==> config.mk <==
export PLATFORM = sky130hd
export DESIGN_NAME = ris_reset_init_sequencer
export DESIGN_NICKNAME = d
export VERILOG_FILES = /design/src/ris_pkg.sv /design/src/ris_reset_init_sequencer.sv
export VERILOG_INCLUDE_DIRS = /design/src
export SDC_FILE = /design/constraint.sdc
export NUM_CORES = 1
export LEC_CHECK = 0
export BUFFER_PORTS_ARGS = -buffer_cell sky130_fd_sc_hd__clkbuf_2
export CAP_MARGIN = 20
export CORE_UTILIZATION = 25
export DETAILED_ROUTE_END_ITERATION = 7
export GPL_ROUTABILITY_DRIVEN = 0
export HOLD_SLACK_MARGIN = 0.06
export PLACE_DENSITY = 0.43
export SYNTH_ARGS = -nofsm -noshare
export SYNTH_HDL_FRONTEND = slang
export SYNTH_SLANG_ARGS = --single-unit
==> constraint.sdc <==
create_clock -name clk -period 2.1 [get_ports clk]
set_input_delay 0.42 -clock clk [delete_from_list [all_inputs] [get_ports clk]]
set_output_delay 0.42 -clock clk [all_outputs]
set_load 0.1 [all_outputs]
==> src/ris_consts.svh <==
// Constants for the reset initialization sequencer
`ifndef RIS_CONSTS_SVH
`define RIS_CONSTS_SVH
`define RIS_CLK_PERIOD_NS 25
`define RIS_IN_ASSERT_MIN 32
`define RIS_POR_ASSERT_MIN 32
`define RIS_OUT_ASSERT_MIN 512
`define RIS_HARD_TO_SOFT_MIN 16
`define RIS_CFG_SETUP_MIN 4
`define RIS_CFG_DRIVE_DELAY 1
`define RIS_PLL_LOCK_US 100
`define RIS_PLL_LOCK_CYC ((`RIS_PLL_LOCK_US * 1000) / `RIS_CLK_PERIOD_NS)
`define RIS_RST_SRC_W 3
`define RIS_CNT_W 13
`endif

==> src/ris_pkg.sv <==
// Types for the reset initialization sequencer
package ris_pkg;
    typedef enum logic [2:0] {
        RIS_POR = 3'b000,
        RIS_PLL = 3'b001,
        RIS_HARD = 3'b010,
        RIS_SOFT = 3'b011,
        RIS_RUN = 3'b100
    } ris_state_t;
endpackage

==> src/ris_reset_init_sequencer.sv <==
// Reset initialization sequencer: power-on, hard and soft reset flow
`timescale 1ns/10ps
`include "ris_consts.svh"

module ris_reset_init_sequencer
    import ris_pkg::*;
#(
    parameter int PLL_LOCK_CYCLES = `RIS_PLL_LOCK_CYC
) (
    input wire logic clk,
    input wire logic rst,
    input wire logic hostMode,
    input wire logic power_on_reset_n,
    input wire logic hard_reset_in_n,
    input wire logic soft_reset_in_n,
    input wire logic [`RIS_RST_SRC_W-1:0] resetSourceIn,
    input wire logic input_clock_divider_select_in,
    output logic [`RIS_RST_SRC_W-1:0] resetSourceOut,
    output logic input_clock_divider_select_out,
    output logic configOe,
    output logic [`RIS_RST_SRC_W-1:0] resetSource,
    output logic input_clock_divider_select,
    output logic useDedicatedClock,
    output logic hard_reset_n,
    output logic hard_reset_oe,
    output logic soft_reset_n,
    output logic soft_reset_oe,
    output logic pllLocked
);
    // Two-stage synchronisers; stage one is read only by stage two
    logic [2:0] syncA;
    logic [2:0] syncB;
    logic porLow;
    logic hardLow;
    logic softLow;
    // Reset value says every reset pin is held, so no false release follows rst
    always_ff @(posedge clk or posedge rst) begin
        if (rst) begin
            syncA <= 3'h7;
            syncB <= 3'h7;
        end else begin
            syncA <= {~soft_reset_in_n, ~hard_reset_in_n, ~power_on_reset_n};
            syncB <= syncA;
        end
    end
    assign porLow = syncB[0];
    assign hardLow = syncB[1];
    assign softLow = syncB[2];

    // Configuration pins pass through two register stages: the board holds them stable around release
    logic [`RIS_RST_SRC_W-1:0] cfgA, cfgB;
    logic divA, divB;
    always_ff @(posedge clk or posedge rst) begin
        if (rst) begin
            cfgA <= 3'h0;
            cfgB <= 3'h0;
            divA <= 1'b0;
            divB <= 1'b0;
        end else begin
            cfgA <= resetSourceIn;
            cfgB <= cfgA;
            divA <= input_clock_divider_select_in;
            divB <= divA;
        end
    end

    // Sequencer state
    ris_state_t state, next_state;
    logic [`RIS_CNT_W-1:0] cnt, next_cnt;
    logic [5:0] inCnt, next_inCnt;
    logic [`RIS_RST_SRC_W-1:0] next_resetSource;
    logic next_divSel;
    logic next_pllLocked;
    logic [`RIS_CNT_W-1:0] pllCnt, next_pllCnt;
    logic [1:0] cfgDly, next_cfgDly;
    logic inReq;

    // Any reset input low long enough starts the flow
    assign inReq = (porLow || hardLow || softLow) && (inCnt >= 6'(`RIS_IN_ASSERT_MIN));

    // Next-state logic
    always_comb begin
        next_state = state;
        next_cnt = cnt;
        next_inCnt = (porLow || hardLow || softLow) ? ((inCnt == 6'h3F) ? inCnt : inCnt + 6'h01) : 6'h00;
        next_resetSource = resetSource;
        next_divSel = input_clock_divider_select;
        next_pllLocked = pllLocked;
        next_pllCnt = pllCnt;
        next_cfgDly = (state == RIS_HARD || state == RIS_POR) ? 2'h0 :
            ((cfgDly == 2'h2) ? cfgDly : cfgDly + 2'h1);
        unique case (state)
            RIS_POR: begin
                // Latch straps while power-on reset is held
                next_resetSource = cfgB;
                next_divSel = divB;
                next_pllLocked = 1'b0;
                next_pllCnt = '0;
                if (!porLow) begin
                    next_state = RIS_PLL;
                end
            end
            RIS_PLL: begin
                // Wait out PLL lock budget before trusting clocks
                if (pllCnt >= 13'(PLL_LOCK_CYCLES - 1)) begin
                    next_pllLocked = 1'b1;
                    next_state = RIS_HARD;
                    next_cnt = '0;
                end else begin
                    next_pllCnt = pllCnt + 13'h0001;
                end
            end
            RIS_HARD: begin
                // Hold both reset outputs at least the minimum
                if (cnt >= 13'(`RIS_OUT_ASSERT_MIN - 1) && !hardLow) begin
                    next_state = RIS_SOFT;
                    next_cnt = '0;
                end else if (cnt < 13'(`RIS_OUT_ASSERT_MIN - 1)) begin
                    next_cnt = cnt + 13'h0001;
                end
            end
            RIS_SOFT: begin
                // Soft reset lingers after hard reset release
                if (cnt >= 13'(`RIS_HARD_TO_SOFT_MIN - 1)) begin
                    next_state = RIS_RUN;
                end else begin
                    next_cnt = cnt + 13'h0001;
                end
            end
            RIS_RUN: begin
                // Re-enter sequence at once on power-on reset, or on a qualified hard or soft reset input
                if (porLow) begin
                    next_state = RIS_POR;
                end else if (inReq) begin
                    next_state = RIS_HARD;
                    next_cnt = '0;
                end
            end
            default: next_state = RIS_POR;
        endcase
        if (porLow && state != RIS_POR) begin
            next_state = RIS_POR;
        end
    end

    // State registers
    always_ff @(posedge clk or posedge rst) begin
        if (rst) begin
            state <= RIS_POR;
            cnt <= '0;
            inCnt <= 6'h00;
            resetSource <= 3'h0;
            input_clock_divider_select <= 1'b0;
            pllLocked <= 1'b0;
            pllCnt <= '0;
            cfgDly <= 2'h0;
        end else begin
            state <= next_state;
            cnt <= next_cnt;
            inCnt <= next_inCnt;
            resetSource <= next_resetSource;
            input_clock_divider_select <= next_divSel;
            pllLocked <= next_pllLocked;
            pllCnt <= next_pllCnt;
            cfgDly <= next_cfgDly;
        end
    end

    // Outputs: reset pins are open-drain style, driven low while asserted
    assign hard_reset_n = 1'b0;
    assign soft_reset_n = 1'b0;
    assign hard_reset_oe = (state != RIS_SOFT) && (state != RIS_RUN);
    assign soft_reset_oe = (state != RIS_RUN);
    // Config pins released combinationally on hard reset, so turn-off is immediate
    // Raw hard pin gates the enable: the synced copy lags two clocks, far too late
    assign configOe = (cfgDly == 2'h2) && !hard_reset_oe && !hardLow && hard_reset_in_n;
    assign resetSourceOut = resetSource;
    assign input_clock_divider_select_out = input_clock_divider_select;
    // Host mode uses dedicated input; agent mode uses bus clock
    assign useDedicatedClock = hostMode;

    // Cycles since the hard reset output let go; saturates so it never wraps
    logic [4:0] relCnt, next_relCnt;
    always_comb begin
        next_relCnt = hard_reset_oe ? 5'h00 : ((relCnt == 5'h1F) ? relCnt : relCnt + 5'h01);
    end
    always_ff @(posedge clk or posedge rst) begin
        if (rst) begin
            relCnt <= 5'h00;
        end else begin
            relCnt <= next_relCnt;
        end
    end
endmodule

==> out/metrics.csv <==
metric,value,unit
synth_top_area_frac,0.4396,
critPathMaxFanout,4,
h-tree-depth,2,
syn_area,2846,µm²
grt_start_max_net_pins,45,
fmax,0.4636,GHz
power,0.004395,W
nNetsFinal,355,
outcome,"finished, violations left",
path_class,flop to primary output,
ir_worst_vdd,0.5247,mV
numClockSinks,56,
fin_ws,-0.05717,ns
die_area,11820,µm²
yosysSeqAreaShare,0.4949,
grt_pass1_wl,10960,µm
core,10980,µm²
swShare,0.4576,
synth-async-reset-ratio,1.000,
root_buffer,clkbuf_16,
comb_power_share,0.501,
ys_types,49,
drt-total-wl,6687,µm
power_frac_clock,0.184,
cp.required,1.68,ns
synth_edf_count,0,
synth_commonest_cells,"dfrtp_1, nand2_1, nor2_1",
tritoncts,built,
via_count,2288,
wl_met2,3241,µm
synthCells,287,
tns,-0.09574,ns
clkLatencyLatePin,0.29,ns
track_usage,0.1199,
synth_ff_type,dfrtp_1,
yosysMostFrequentCell,dfrtp_1,
wl_per_cell,13.90,µm
holdWs,0.2295,ns
routed.top_layer,met4,
p_leak,1.696,nW
violations,setup timing,
tightest_slew,0.6853,ns
start_util,0.2592,
numCtsBuffers,5,
die_w,108.7,µm
clkTransAtPathRegs,0.07,ns
num_antenna_cells,0,
powerDensity,1185,nW/µm²
port_buffers,20,
fin_crit_sh,1.027,
rows,38,
clock_skew,0.004379,ns
die_h,108.7,µm
synth-seq-cells,56,
first_iter_violations,51,
final.fill_count,1092,
wl_met1,3244,µm
yosysWarnings,0,
layout-drive-gt1-share,0.3372,
power.switching,0.002011,W
rsz0062_at_grt,yes,
grt_pass1_vias,2219,
dp_slack,-0.01989,ns
first_pass_iters,4,
intPower,0.002383,W
drcViolationCount,0,
p_seq_frac,0.315,
cts_buffer_depth,2,
worstPathArrival,1.74,ns
synthTopCellsByArea,"dfrtp_1, dfstp_2, nand2_1",
relSlewSlack,0.5396,
ant_nets,0,
final_max_slew_viol_count,0,
ioPinCount,25,
syn_to_final_growth,30.29,%
setup_viol,2,
overflow,0,
yosysTopAreaCell,dfrtp_1,
hpwl,4760,µm
period_minus_slack,2.157,ns
antenna_found_initial,0,
syn_avg_cell_area,9.918,µm²
start_kind,flop,
hold_path_class,input port to flop,
final-hold-violation-count,0,
worstSetupEndpointType,primary output,
maxCapViolCount,0,
vias_per_cell,4.757,
wl_met3,125,µm
[layout make-up]
cell class | instances | area, µm² | share of cell area
clock buffers | 8 | 136.4 | 0.03677
inverters | 14 | 52.55 | 0.01417
multi-input cells | 198 | 1440 | 0.3883
flip-flops and latches | 56 | 1410 | 0.3802
well taps | 140 | 175.2 | 0.04723
repair buffers | 65 | 494.2 | 0.1333
[stage by stage]
step | instance area, µm² | cells | util
floorplan | 2913 | 288 | -
global placement | 3374 | 468 | 0.3072
detailed placement | 3374 | 468 | 0.3072
CTS | 3570 | 478 | 0.3250
global route | 3709 | 481 | 0.3377
finish | 3709 | 481 | 0.3377
[placed cells by master, fill, tap and decap left out, drive strengths merged, types with 3 or more instances in the layout]
master,Yosys,final
a211o,3,3
a211oi,7,7
a21oi,11,11
a31oi,4,4
and2,6,6
and3,8,8
buf,12,46
clkbuf,8,26
dfrtp,50,50
dfstp,6,6
ha,5,5
inv,14,14
mux2i,3,3
nand2,33,33
nand2b,5,5
nand3,9,9
nand4,4,4
nor2,24,24
nor3,8,8
o211ai,3,3
o21ai,8,8
o31ai,6,6
o41ai,10,10
or3,6,6
xnor2,4,4
xor2,5,5
[cell families (layout without fill, tap and decap cells)]
logic type               count (synthesis)  in the layout  synth area share
AO/OA/AOI/OAI                           66             66            0.1798
XOR/XNOR                                 9              9           0.02769
adder cells (fa/ha/maj)                  5              5           0.02198
buffers and inverters                   34             87           0.06286
flip-flops                              56             56            0.4949
multiplexers                             4              4           0.01451
other                                    1              2          0.001317
AND/OR/NAND/NOR                        112            112            0.1969
[flip-flops by register name, indices dropped and copies added (netlist names)]
signal                      flops
cfgDly                          2
divB                            1
cnt                            13
syncB                           3
syncA                           3
cfgA                            3
input_clock_divider_select      1
resetSource                     3
cfgB                            3
pllCnt                         13
divA                            1
state                           3
inCnt                           6
pllLocked                       1
[worst paths after layout]
check | start | end | slack [ns] | depth (start not counted)
worst min register to register | cfgA[1] | cfgB[1] | 0.35 | 0
worst max register to register | state[1] | pllCnt[7] | -0.04 | 7
worst min-delay path | input_clock_divider_select_in | divA | 0.23 | 1
min in group asynchronous | rst | cfgA[1] | 0.60 | 3
worst max-delay path | state[2] | configOe | -0.06 | 5
max in group asynchronous | rst | syncA[0] | 0.90 | 4
[layer usage]
layer	up-vias	global-route usage
met4	0	0.03571
met2	15	0.1958
met3	6	0.02331
met1	1133	0.1601
li1	1134	-
met5	-	0
[power by group through the flow]
stage / Sequential, W / Combinational (W) / Clock (W)
after floorplan: 0.00165 / 0.00131 / 0
after global placement: 0.00139 / 0.00203 / 0
after detailed placement: 0.00140 / 0.00203 / 0
after CTS: 0.00138 / 0.00209 / 0.000845
after global routing: 0.00142 / 0.00236 / 0.000891
final: 0.00138 / 0.00220 / 0.000811
[worst max-delay path: stages, from the launching register on]
cell and delay [ns]:
dfrtp_1 0.42, buf_6 0.12, or3b_4 0.39, and2_4 0.17, nor3_4 0.15, buf_12 0.20
[repair_timing]
item                                    in CTS  in global routing
endpoints found under the setup margin       8                 25
resized for setup                            8                 23
hold buffers                                 1                  0
setup buffers                                1                  3
endpoints found under the hold margin       12                  0
pin swaps                                    3                  4
(Power assumes the default switching activity.)
